===== src/hdl/otp_prog_pkg.sv =====
// Purpose: Constants shared by the calibration-cell programming controller
// Assumes: 250 MHz system clock
// Notes:   Times are kept in their own unit; cycle counts derive from them
package otp_prog_pkg;
   localparam int unsigned CLK_MHZ          = 250;
   // Register offsets (byte addresses, one word each)
   localparam logic [3:0]  OFS_CTRL         = 4'h0;
   localparam logic [3:0]  OFS_TARGET       = 4'h4;
   localparam logic [3:0]  OFS_ALREADY      = 4'h8;
   localparam logic [3:0]  OFS_STATUS       = 4'hC;
   // Field positions
   localparam int unsigned CTRL_START_BIT   = 0;
   localparam int unsigned STAT_BUSY_BIT    = 0;
   localparam int unsigned STAT_DONE_BIT    = 1;
   localparam int unsigned STAT_CELL_LSB    = 4;
   localparam int unsigned STAT_PEND_LSB    = 8;
   localparam int unsigned CELLS            = 9;
   localparam int unsigned SEAL_POS         = 0;
   // Reset values
   localparam logic [8:0]  TARGET_RST       = 9'h000;
   localparam logic [8:0]  ALREADY_RST      = 9'h000;
   // Command bytes
   localparam logic [7:0]  CMD_EXIT_SAVE    = 8'hE1;
   localparam logic [7:0]  CMD_POWER_DOWN   = 8'hA9;
   localparam logic [7:0]  CMD_ENTER_CAL    = 8'h82;
   localparam logic [7:0]  CMD_DATA_STAY    = 8'h80;
   localparam logic [7:0]  CMD_DATA_LEAVE   = 8'h00;
   // Times
   localparam int unsigned REFRESH_US       = 5000;
   localparam int unsigned PULSE_US         = 120000;
   localparam int unsigned SU_SCLK_US       = 1;
   localparam int unsigned HD_SCLK_US       = 1;
   localparam int unsigned DEV_RESET_US     = 1;
   localparam int unsigned REFRESH_CYCLES   = REFRESH_US * CLK_MHZ;
   localparam int unsigned PULSE_CYCLES     = PULSE_US * CLK_MHZ;
   localparam int unsigned SU_SCLK_CYCLES   = SU_SCLK_US * CLK_MHZ;
   localparam int unsigned HD_SCLK_CYCLES   = HD_SCLK_US * CLK_MHZ;
   localparam int unsigned DEV_RESET_CYCLES = DEV_RESET_US * CLK_MHZ;
   localparam int unsigned SCLK_HALF_CYCLES = 4;
   // Bus responses
   localparam logic [1:0]  RESP_OKAY        = 2'b00;
   localparam logic [1:0]  RESP_SLVERR      = 2'b10;
endpackage : otp_prog_pkg


===== src/hdl/otp_cmd_shifter.sv =====
// Purpose: Serialise one command byte, MSB first, onto the device's serial pins
// Assumes: Device samples data on the rising clock edge, clock idles high
// Notes:   Command/data select is always low; busy covers the last clock edge
module otp_cmd_shifter #(
   parameter int unsigned HALF = otp_prog_pkg::SCLK_HALF_CYCLES
) (
   input  wire logic       clk,
   input  wire logic       arst_n,
   input  wire logic       byte_valid,
   input  wire logic [7:0] byte_data,
   output logic            byte_ready,
   output logic            busy,
   output logic            ser_clk,
   output logic            ser_data,
   output logic            ser_cs_n,
   output logic            ser_dc
);
   logic [7:0]  sh_reg,   sh_next;
   logic [3:0]  bits_reg, bits_next;
   logic [15:0] div_reg,  div_next;
   logic        clk_reg,  clk_next;
   logic        act_reg,  act_next;

   assign byte_ready = !act_reg;
   assign busy       = act_reg;
   assign ser_clk    = clk_reg;
   assign ser_data   = sh_reg[7];
   assign ser_cs_n   = !act_reg;
   assign ser_dc     = 1'b0;

   always_comb begin
      sh_next   = sh_reg;
      bits_next = bits_reg;
      div_next  = div_reg;
      clk_next  = clk_reg;
      act_next  = act_reg;
      if (!act_reg) begin
         if (byte_valid) begin
            sh_next   = byte_data;
            bits_next = 4'd8;
            div_next  = 16'(HALF - 1);
            clk_next  = 1'b1;
            act_next  = 1'b1;
         end
      end else if (div_reg != 16'd0) begin
         div_next = div_reg - 16'd1;
      end else begin
         div_next = 16'(HALF - 1);
         if (bits_reg == 4'd0) begin
            act_next = 1'b0;
         end else if (clk_reg) begin
            clk_next = 1'b0;
            if (bits_reg != 4'd8) begin
               sh_next = {sh_reg[6:0], 1'b0};
            end
         end else begin
            clk_next  = 1'b1;
            bits_next = bits_reg - 4'd1;
         end
      end
   end

   always_ff @(posedge clk or negedge arst_n) begin
      if (!arst_n) begin
         sh_reg   <= 8'h00;
         bits_reg <= 4'h0;
         div_reg  <= 16'h0000;
         clk_reg  <= 1'b1;
         act_reg  <= 1'b0;
      end else begin
         sh_reg   <= sh_next;
         bits_reg <= bits_next;
         div_reg  <= div_next;
         clk_reg  <= clk_next;
         act_reg  <= act_next;
      end
   end
endmodule : otp_cmd_shifter


===== src/hdl/otp_prog_ctrl.sv =====
// What this block does
// - Programming happens only in calibration shift mode with voltages applied.
// - Never pulse a cell already holding one.
// - Program one cell per pulse: one-hot pattern in the shift register.
// - Any order allowed, but the seal bit goes last.
// - After reset, send exit-power-save, then wait for the refresh.
// - After the wait, power down with display-on cleared, then enter calibration.
// - Send nine data bytes, supply trim first, continuation one, data in bit 0.
// - Apply programming voltages only after the ninth bit is shifted.
// - Keep power-down, display-all and calibration mode while supply pad driven.
// - Hold each programming pulse between 100 and 200 ms, typically 120.
// - At least 1 us between last shift clock and pulse, and after it.
// - Data byte top bit is continuation flag; lowest bit is the shifted data.
//
// Purpose: Host controller that programs the calibration cells of a display driver
// Assumes: AXI4-Lite register access; device reached by its serial command pins
// Notes:   Long waits are parameters so a simulation can shorten them
//
// Design decisions made here: the address map and the AXI4-Lite slave port.
module otp_prog_ctrl #(
   parameter int unsigned REFRESH_CYCLES  = otp_prog_pkg::REFRESH_CYCLES,
   parameter int unsigned PULSE_CYCLES    = otp_prog_pkg::PULSE_CYCLES,
   parameter logic [7:0]  DISPLAY_ALL_CMD = 8'hA5,
   parameter int unsigned SCLK_HALF       = otp_prog_pkg::SCLK_HALF_CYCLES
) (
   input  wire logic        clk,
   input  wire logic        arst_n,
   input  wire logic [3:0]  s_axi_awaddr,
   input  wire logic        s_axi_awvalid,
   output logic             s_axi_awready,
   input  wire logic [31:0] s_axi_wdata,
   input  wire logic [3:0]  s_axi_wstrb,
   input  wire logic        s_axi_wvalid,
   output logic             s_axi_wready,
   output logic [1:0]       s_axi_bresp,
   output logic             s_axi_bvalid,
   input  wire logic        s_axi_bready,
   input  wire logic [3:0]  s_axi_araddr,
   input  wire logic        s_axi_arvalid,
   output logic             s_axi_arready,
   output logic [31:0]      s_axi_rdata,
   output logic [1:0]       s_axi_rresp,
   output logic             s_axi_rvalid,
   input  wire logic        s_axi_rready,
   output logic             ser_clk,
   output logic             ser_data,
   output logic             ser_cs_n,
   output logic             ser_dc,
   output logic             dev_reset_n,
   output logic             otp_program_voltage_pad_en,
   output logic             panel_supply_input_pad_en
);
   typedef enum logic [3:0] {
      ST_IDLE, ST_DEVRST, ST_WAKE, ST_REFRESH, ST_PDOWN, ST_DALL, ST_CAL,
      ST_SHIFT, ST_SETUP, ST_PULSE, ST_HOLD, ST_EXIT, ST_DRAIN, ST_FINRST
   } state_t;

   // Register file
   logic        aw_full_reg, aw_full_next;
   logic [3:0]  aw_addr_reg, aw_addr_next;
   logic        w_full_reg,  w_full_next;
   logic [31:0] w_data_reg,  w_data_next;
   logic [3:0]  w_strb_reg,  w_strb_next;
   logic        bvalid_reg,  bvalid_next;
   logic [1:0]  bresp_reg,   bresp_next;
   logic        rvalid_reg,  rvalid_next;
   logic [1:0]  rresp_reg,   rresp_next;
   logic [31:0] rdata_reg,   rdata_next;
   logic [8:0]  target_reg,  target_next;
   logic [8:0]  already_reg, already_next;
   logic        start_pulse;
   logic        do_write;

   // Sequencer
   state_t      state_reg,   state_next;
   logic [31:0] cnt_reg,     cnt_next;
   logic [8:0]  pend_reg,    pend_next;
   logic [3:0]  cell_reg,    cell_next;
   logic [3:0]  bit_reg,     bit_next;
   logic        done_reg,    done_next;
   logic        rst_o_reg,   rst_o_next;
   logic        vprog_reg,   vprog_next;
   logic        vsup_reg,    vsup_next;
   logic        cmd_valid;
   logic [7:0]  cmd_byte;
   logic        cmd_ready;
   logic        sh_busy;
   logic [3:0]  pick;
   logic        pick_any;
   logic        busy;

   assign busy          = (state_reg != ST_IDLE);
   assign s_axi_awready = !aw_full_reg && !bvalid_reg;
   assign s_axi_wready  = !w_full_reg && !bvalid_reg;
   assign s_axi_bvalid  = bvalid_reg;
   assign s_axi_bresp   = bresp_reg;
   assign s_axi_arready = !rvalid_reg;
   assign s_axi_rvalid  = rvalid_reg;
   assign s_axi_rresp   = rresp_reg;
   assign s_axi_rdata   = rdata_reg;
   assign do_write      = aw_full_reg && w_full_reg && !bvalid_reg;
   assign start_pulse   = do_write && (aw_addr_reg == otp_prog_pkg::OFS_CTRL) && w_strb_reg[0]
                          && w_data_reg[otp_prog_pkg::CTRL_START_BIT] && !busy;

   always_comb begin
      aw_full_next = aw_full_reg;
      aw_addr_next = aw_addr_reg;
      w_full_next  = w_full_reg;
      w_data_next  = w_data_reg;
      w_strb_next  = w_strb_reg;
      bvalid_next  = bvalid_reg;
      bresp_next   = bresp_reg;
      rvalid_next  = rvalid_reg;
      rresp_next   = rresp_reg;
      rdata_next   = rdata_reg;
      target_next  = target_reg;
      already_next = already_reg;
      if (s_axi_awvalid && s_axi_awready) begin
         aw_full_next = 1'b1;
         aw_addr_next = s_axi_awaddr;
      end
      if (s_axi_wvalid && s_axi_wready) begin
         w_full_next = 1'b1;
         w_data_next = s_axi_wdata;
         w_strb_next = s_axi_wstrb;
      end
      if (do_write) begin
         aw_full_next = 1'b0;
         w_full_next  = 1'b0;
         bvalid_next  = 1'b1;
         bresp_next   = otp_prog_pkg::RESP_OKAY;
         if (aw_addr_reg == otp_prog_pkg::OFS_CTRL) begin
            bresp_next = otp_prog_pkg::RESP_OKAY;
         end else if (aw_addr_reg == otp_prog_pkg::OFS_TARGET) begin
            if (w_strb_reg[0]) target_next[7:0] = w_data_reg[7:0];
            if (w_strb_reg[1]) target_next[8]   = w_data_reg[8];
         end else if (aw_addr_reg == otp_prog_pkg::OFS_ALREADY) begin
            if (w_strb_reg[0]) already_next[7:0] = w_data_reg[7:0];
            if (w_strb_reg[1]) already_next[8]   = w_data_reg[8];
         end else if (aw_addr_reg == otp_prog_pkg::OFS_STATUS) begin
            bresp_next = otp_prog_pkg::RESP_OKAY;
         end else begin
            bresp_next = otp_prog_pkg::RESP_SLVERR;
         end
      end
      if (bvalid_reg && s_axi_bready) begin
         bvalid_next = 1'b0;
      end
      if (s_axi_arvalid && s_axi_arready) begin
         rvalid_next = 1'b1;
         rresp_next  = otp_prog_pkg::RESP_OKAY;
         rdata_next  = 32'h0000_0000;
         if (s_axi_araddr == otp_prog_pkg::OFS_CTRL) begin
            rdata_next = 32'h0000_0000;
         end else if (s_axi_araddr == otp_prog_pkg::OFS_TARGET) begin
            rdata_next[8:0] = target_reg;
         end else if (s_axi_araddr == otp_prog_pkg::OFS_ALREADY) begin
            rdata_next[8:0] = already_reg;
         end else if (s_axi_araddr == otp_prog_pkg::OFS_STATUS) begin
            rdata_next[otp_prog_pkg::STAT_BUSY_BIT] = busy;
            rdata_next[otp_prog_pkg::STAT_DONE_BIT] = done_reg;
            rdata_next[otp_prog_pkg::STAT_CELL_LSB +: 4] = cell_reg;
            rdata_next[otp_prog_pkg::STAT_PEND_LSB +: 9] = pend_reg;
         end else begin
            rresp_next = otp_prog_pkg::RESP_SLVERR;
         end
      end else if (rvalid_reg && s_axi_rready) begin
         rvalid_next = 1'b0;
      end
   end

   always_ff @(posedge clk or negedge arst_n) begin
      if (!arst_n) begin
         aw_full_reg <= 1'b0;
         aw_addr_reg <= 4'h0;
         w_full_reg  <= 1'b0;
         w_data_reg  <= 32'h0000_0000;
         w_strb_reg  <= 4'h0;
         bvalid_reg  <= 1'b0;
         bresp_reg   <= 2'b00;
         rvalid_reg  <= 1'b0;
         rresp_reg   <= 2'b00;
         rdata_reg   <= 32'h0000_0000;
         target_reg  <= otp_prog_pkg::TARGET_RST;
         already_reg <= otp_prog_pkg::ALREADY_RST;
      end else begin
         aw_full_reg <= aw_full_next;
         aw_addr_reg <= aw_addr_next;
         w_full_reg  <= w_full_next;
         w_data_reg  <= w_data_next;
         w_strb_reg  <= w_strb_next;
         bvalid_reg  <= bvalid_next;
         bresp_reg   <= bresp_next;
         rvalid_reg  <= rvalid_next;
         rresp_reg   <= rresp_next;
         rdata_reg   <= rdata_next;
         target_reg  <= target_next;
         already_reg <= already_next;
      end
   end

   // Highest pending position first; seal sits at position 0 so it comes last
   always_comb begin
      pick     = 4'd0;
      pick_any = 1'b0;
      for (int i = 0; i < otp_prog_pkg::CELLS; i++) begin
         if (pend_reg[i]) begin
            pick     = 4'(i);
            pick_any = 1'b1;
         end
      end
   end

   always_comb begin
      state_next = state_reg;
      cnt_next   = cnt_reg;
      pend_next  = pend_reg;
      cell_next  = cell_reg;
      bit_next   = bit_reg;
      done_next  = done_reg;
      rst_o_next = rst_o_reg;
      vprog_next = 1'b0;
      vsup_next  = 1'b0;
      cmd_valid  = 1'b0;
      cmd_byte   = otp_prog_pkg::CMD_DATA_LEAVE;
      case (state_reg)
         ST_IDLE: begin
            if (start_pulse) begin
               pend_next  = target_reg & ~already_reg;
               done_next  = 1'b0;
               rst_o_next = 1'b0;
               cnt_next   = otp_prog_pkg::DEV_RESET_CYCLES - 1;
               state_next = ST_DEVRST;
            end
         end
         ST_DEVRST: begin
            if (cnt_reg == 32'd0) begin
               rst_o_next = 1'b1;
               state_next = ST_WAKE;
            end else begin
               cnt_next = cnt_reg - 32'd1;
            end
         end
         ST_WAKE: begin
            cmd_valid = 1'b1;
            cmd_byte  = otp_prog_pkg::CMD_EXIT_SAVE;
            if (cmd_ready) begin
               cnt_next   = REFRESH_CYCLES - 1;
               state_next = ST_REFRESH;
            end
         end
         ST_REFRESH: begin
            // Counted from hand-off, so the wait also covers the byte's own shifting
            if (cnt_reg == 32'd0 && !sh_busy) begin
               state_next = ST_PDOWN;
            end else if (cnt_reg != 32'd0) begin
               cnt_next = cnt_reg - 32'd1;
            end
         end
         ST_PDOWN: begin
            cmd_valid = 1'b1;
            cmd_byte  = otp_prog_pkg::CMD_POWER_DOWN;
            if (cmd_ready) state_next = ST_DALL;
         end
         ST_DALL: begin
            cmd_valid = 1'b1;
            cmd_byte  = DISPLAY_ALL_CMD;
            if (cmd_ready) state_next = ST_CAL;
         end
         ST_CAL: begin
            cmd_valid = 1'b1;
            cmd_byte  = otp_prog_pkg::CMD_ENTER_CAL;
            if (cmd_ready) begin
               if (pick_any) begin
                  cell_next  = pick;
                  bit_next   = 4'(otp_prog_pkg::CELLS - 1);
                  state_next = ST_SHIFT;
               end else begin
                  state_next = ST_EXIT;
               end
            end
         end
         ST_SHIFT: begin
            // One-hot pattern, MSB first, continuation flag set
            cmd_valid = 1'b1;
            cmd_byte  = otp_prog_pkg::CMD_DATA_STAY | {7'h00, bit_reg == cell_reg};
            if (cmd_ready) begin
               if (bit_reg == 4'd0) begin
                  cnt_next   = otp_prog_pkg::SU_SCLK_CYCLES - 1;
                  state_next = ST_SETUP;
               end else begin
                  bit_next = bit_reg - 4'd1;
               end
            end
         end
         ST_SETUP: begin
            if (sh_busy) begin
               cnt_next = otp_prog_pkg::SU_SCLK_CYCLES - 1;
            end else if (cnt_reg == 32'd0) begin
               vprog_next = 1'b1;
               vsup_next  = 1'b1;
               cnt_next   = PULSE_CYCLES - 1;
               state_next = ST_PULSE;
            end else begin
               cnt_next = cnt_reg - 32'd1;
            end
         end
         ST_PULSE: begin
            if (cnt_reg == 32'd0) begin
               pend_next[cell_reg] = 1'b0;
               cnt_next   = otp_prog_pkg::HD_SCLK_CYCLES - 1;
               state_next = ST_HOLD;
            end else begin
               vprog_next = 1'b1;
               vsup_next  = 1'b1;
               cnt_next   = cnt_reg - 32'd1;
            end
         end
         ST_HOLD: begin
            if (cnt_reg == 32'd0) begin
               if (pick_any) begin
                  cell_next  = pick;
                  bit_next   = 4'(otp_prog_pkg::CELLS - 1);
                  state_next = ST_SHIFT;
               end else begin
                  state_next = ST_EXIT;
               end
            end else begin
               cnt_next = cnt_reg - 32'd1;
            end
         end
         ST_EXIT: begin
            cmd_valid = 1'b1;
            cmd_byte  = otp_prog_pkg::CMD_DATA_LEAVE;
            if (cmd_ready) state_next = ST_DRAIN;
         end
         ST_DRAIN: begin
            if (!sh_busy) begin
               rst_o_next = 1'b0;
               cnt_next   = otp_prog_pkg::DEV_RESET_CYCLES - 1;
               state_next = ST_FINRST;
            end
         end
         ST_FINRST: begin
            if (cnt_reg == 32'd0) begin
               rst_o_next = 1'b1;
               done_next  = 1'b1;
               state_next = ST_IDLE;
            end else begin
               cnt_next = cnt_reg - 32'd1;
            end
         end
         default: state_next = ST_IDLE;
      endcase
   end

   always_ff @(posedge clk or negedge arst_n) begin
      if (!arst_n) begin
         state_reg <= ST_IDLE;
         cnt_reg   <= 32'h0000_0000;
         pend_reg  <= 9'h000;
         cell_reg  <= 4'h0;
         bit_reg   <= 4'h0;
         done_reg  <= 1'b0;
         rst_o_reg <= 1'b1;
         vprog_reg <= 1'b0;
         vsup_reg  <= 1'b0;
      end else begin
         state_reg <= state_next;
         cnt_reg   <= cnt_next;
         pend_reg  <= pend_next;
         cell_reg  <= cell_next;
         bit_reg   <= bit_next;
         done_reg  <= done_next;
         rst_o_reg <= rst_o_next;
         vprog_reg <= vprog_next;
         vsup_reg  <= vsup_next;
      end
   end

   // Pads driven only from flip-flops so they never glitch
   assign dev_reset_n                = rst_o_reg;
   assign otp_program_voltage_pad_en = vprog_reg;
   assign panel_supply_input_pad_en  = vsup_reg;

   otp_cmd_shifter #(
      .HALF       (SCLK_HALF)
   ) u_shifter (
      .clk        (clk),
      .arst_n     (arst_n),
      .byte_valid (cmd_valid),
      .byte_data  (cmd_byte),
      .byte_ready (cmd_ready),
      .busy       (sh_busy),
      .ser_clk    (ser_clk),
      .ser_data   (ser_data),
      .ser_cs_n   (ser_cs_n),
      .ser_dc     (ser_dc)
   );
endmodule : otp_prog_ctrl


===== config.mk =====
export PLATFORM = sky130hd
export DESIGN_NAME = otp_prog_ctrl
export DESIGN_NICKNAME = d
export VERILOG_FILES = /design/src/hdl/otp_prog_pkg.sv /design/src/hdl/otp_cmd_shifter.sv /design/src/hdl/otp_prog_ctrl.sv
export SDC_FILE = /design/constraint.sdc
export NUM_CORES = 1
export LEC_CHECK = 0
export BUFFER_PORTS_ARGS = -buffer_cell sky130_fd_sc_hd__buf_2
export CORE_ASPECT_RATIO = 1.4
export CORE_MARGIN = 4
export CORE_UTILIZATION = 63
export CTS_CLUSTER_SIZE = 30
export DETAILED_ROUTE_END_ITERATION = 7
export PLACE_DENSITY = 0.86
export SETUP_SLACK_MARGIN = 0.1
export SLEW_MARGIN = 15
export SYNTH_ARGS = -nofsm -noshare
export SYNTH_HDL_FRONTEND = slang
export SYNTH_HIERARCHICAL = 1
export SYNTH_SLANG_ARGS = --single-unit

===== constraint.sdc =====
create_clock -name clk -period 3.7 [get_ports clk]
set_input_delay 0.185 -clock clk [delete_from_list [all_inputs] [get_ports clk]]
set_output_delay 0.185 -clock clk [all_outputs]
set_load 0.02 [all_outputs]

==> summary.txt <==
Status -> complete, no violations
Resized Gates After CTS -> 0
DRT iter0 DRCs -> 651
#FFs+latches synth -> 142
CTS Buffer Depth -> 2
Final setup TNS -> 0 ps
Leakage -> 4.019 nW
Worst reg2reg endpoint -> cnt_reg[11]$_DFFE_PN0P_
Vias in the first global route -> 6816
DR pass1 iterations -> 5
# H-tree levels -> 4
Share of layout cells above drive strength 1 -> 0.1883
Crit-path most repeated cell -> buf_4
Clk_skew -> 12.81 ps
Hold path startpoint -> s_axi_wdata[7]
Post-synth EDFFs -> 0
Filler cells -> 798
Initial antenna violation count -> 0
RD Place Congestion -> 0.9700
Hold Path Class -> in2reg
Slowest stage delay, CP -> 550 ps
Most common cell after layout, fill and taps aside -> dfrtp_1
Pwr Density -> 756.2 nW/µm²
Ys flop type -> dfrtp_1
Num rows -> 47
CTS root buf -> clkbuf_16
Hold Path Depth -> 2
Maxcap violations -> 0
Cell variety after synth -> 81
Slew @ Worst Pin -> 853.5 ps
Fin. max-slew vios -> 0
R2R cell count -> 9
First-pass GRT wire length -> 33200 µm
Syn Inst Count -> 830
WL/cell -> 18.89 µm
Yosys Warn Count -> 6
Setup crit end kind -> register
R2R Path Start -> state_reg[3]$_DFFE_PN0P_
Max FFs per register -> 32
Arrival time of the worst setup path -> 3330 ps
Detail Route Antenna Nets -> 0
Worst-skew pair later-pin latency -> 430 ps
Sequential-to-total area share from yosys stat -> 0.4538
Routed WL -> 19830 µm
Global Route Usage Sum -> 0.2876
Reg-to-reg slack, setup -> 720 ps
DP HPWL -> 13340 µm
Initial core utilization -> 0.6532
Setup Crit Path Kind -> reg2reg
Final hold vios -> 0
I/O pin count -> 99
Area growth from synthesis to layout -> 13.73%
Largest net degree at the start of global routing -> 95
Most frequent cells in the layout -> 140 x dfrtp_1, 79 x o21ai_0, 66 x nor2_1, 65 x nand2_1, 54 x buf_2
CP Cell Sequence -> buf_4 > nand2b_1 > nor2_1 > a222oi_1 > nand4_1 > buf_4 > a21oi_1 > nand2_1 > o22ai_1
Worst setup SP type -> register
Placed Cells -> 1001
Core area -> 12000 µm²
Pwr Total -> 0.006739 W
Avg Vias per Cell -> 6.514
Die H -> 140.0 µm
CTS tree -> yes
Critical path fanouts, max -> 36
Final Cycle Share -> 0.8055
FFs w/ async S/R, synth -> 1.000
Final setup fails -> 0
PortBufs -> 55
Non-filler cells, final -> 1050
Mapped Area -> 7836 µm²
ANT cells -> 0
Die ar. -> 14310 µm²
Clock transition at path regs -> 70 ps
Slew margin rel. -> 0.4310
Via count -> 6840
Sink Count -> 142
Critical Path RT -> 4050 ps
Fin nets -> 947
RSZ-0062 raised after global routing -> false
Total CTS buffers -> 17
Tmin final -> 2980 ps
Avg Inst Size Synth -> 9.441 µm²
Fmax -> 335.5 MHz
Final Core Density -> 0.7429
Placed Area -> 8123 µm²
Die Wd -> 102.3 µm
Crit path max-delay cell type -> a222oi_1
Hold path endpoint -> w_data_reg[7]$_DFFE_PN0P_
DRC viols -> 0
Final instance area -> 8912 µm²
VDD IR max -> 0.5097 mV
Grt ovf -> 0
==> Yosys cell counts (16+ instances only) <==
cell | count | area (µm²)
dfrtp_1 | 140 | 3503
o21ai_0 | 79 | 395.4
nor2_1 | 66 | 247.7
nand2_1 | 65 | 244.0
a21oi_1 | 46 | 230.2
mux2_2 | 44 | 495.5
nor3_1 | 38 | 190.2
clkbuf_1 | 27 | 101.4
inv_1 | 27 | 101.4
buf_4 | 22 | 165.2
nand3_1 | 19 | 95.09
a22o_1 | 16 | 140.1
a31oi_1 | 16 | 100.1
nand2b_1 | 16 | 100.1
==> critical path, delay by kind of cell, from the launching register on <==
family          cells  cell delay [ps]
compound gates      3             1180
buf+inv             2              530
flops               1              320
simple gates        4              860
==> where the power goes <==
part | internal, W | switching (W) | leakage, nW | total (W)
sequential | 0.00196 | 0.000482 | 1.84 | 0.00245
combinational | 0.000975 | 0.00160 | 1.88 | 0.00257
clock | 0.000920 | 0.000800 | 0.299 | 0.00172
==> how the worst max path moves through the flow <==
stage                               to  slack [ps]                     start
2_1_floorplan  cnt_reg[30]$_DFFE_PN0P_        1240  u_shifter/busy$_DFF_PN0_
3_3_place_gp   cnt_reg[11]$_DFFE_PN0P_         980  state_reg[3]$_DFFE_PN0P_
3_5_place_dp   cnt_reg[11]$_DFFE_PN0P_         870  state_reg[3]$_DFFE_PN0P_
4_1_cts        cnt_reg[11]$_DFFE_PN0P_         800  state_reg[3]$_DFFE_PN0P_
5_1_grt        cnt_reg[11]$_DFFE_PN0P_         420  state_reg[3]$_DFFE_PN0P_
6_report       cnt_reg[11]$_DFFE_PN0P_         720  state_reg[3]$_DFFE_PN0P_
==> cells by family after synthesis <==
family | count (synthesis) | share of synthesized area
simple gates | 293 | 0.2055
compound gates | 249 | 0.2034
flops | 142 | 0.4538
buf+inv | 86 | 0.05397
mux | 48 | 0.06834
fa+ha+maj | 6 | 0.009580
xor+xnor | 4 | 0.004472
other cells | 2 | 0.0009584
==> timing repair <==
action                    4_1_cts  5_1_grt
hold buffers                   16        1
hold endpoints to repair      107        1
setup buffers                   0        0
==> layout make-up <==
type,count,area (µm²),share of cell area
clock buffer,17,425.4,0.04773
clock inverter,15,193.9,0.02176
inverter,28,105.1,0.01179
multi-input combinational,619,3921,0.4400
sequential,142,3556,0.3990
tap,147,183.9,0.02064
timing repair buffer,82,526.8,0.05910
==> per-stage QoR <==
step	setup WS, ps	hold WS, ps
finish	719.8	3.989
global route	424.1	0.8930
CTS	797.8	0.6178
detailed placement	874.8	321.1
global placement	976.3	312.5
floorplan	1238	-110.6
==> routing by layer <==
| metal | global-route usage | routed length [µm] | up-vias |
|---|---|---|---|
| met3 | 0.05473 | 1184 | 72 |
| met1 | 0.3423 | 7312 | 3311 |
| met4 | 0.1279 | 744 | 0 |
| met5 | 0 | 0 | - |
| met2 | 0.4974 | 10590 | 310 |
| li1 | - | - | 3147 |
(Power assumes the default switching activity.)
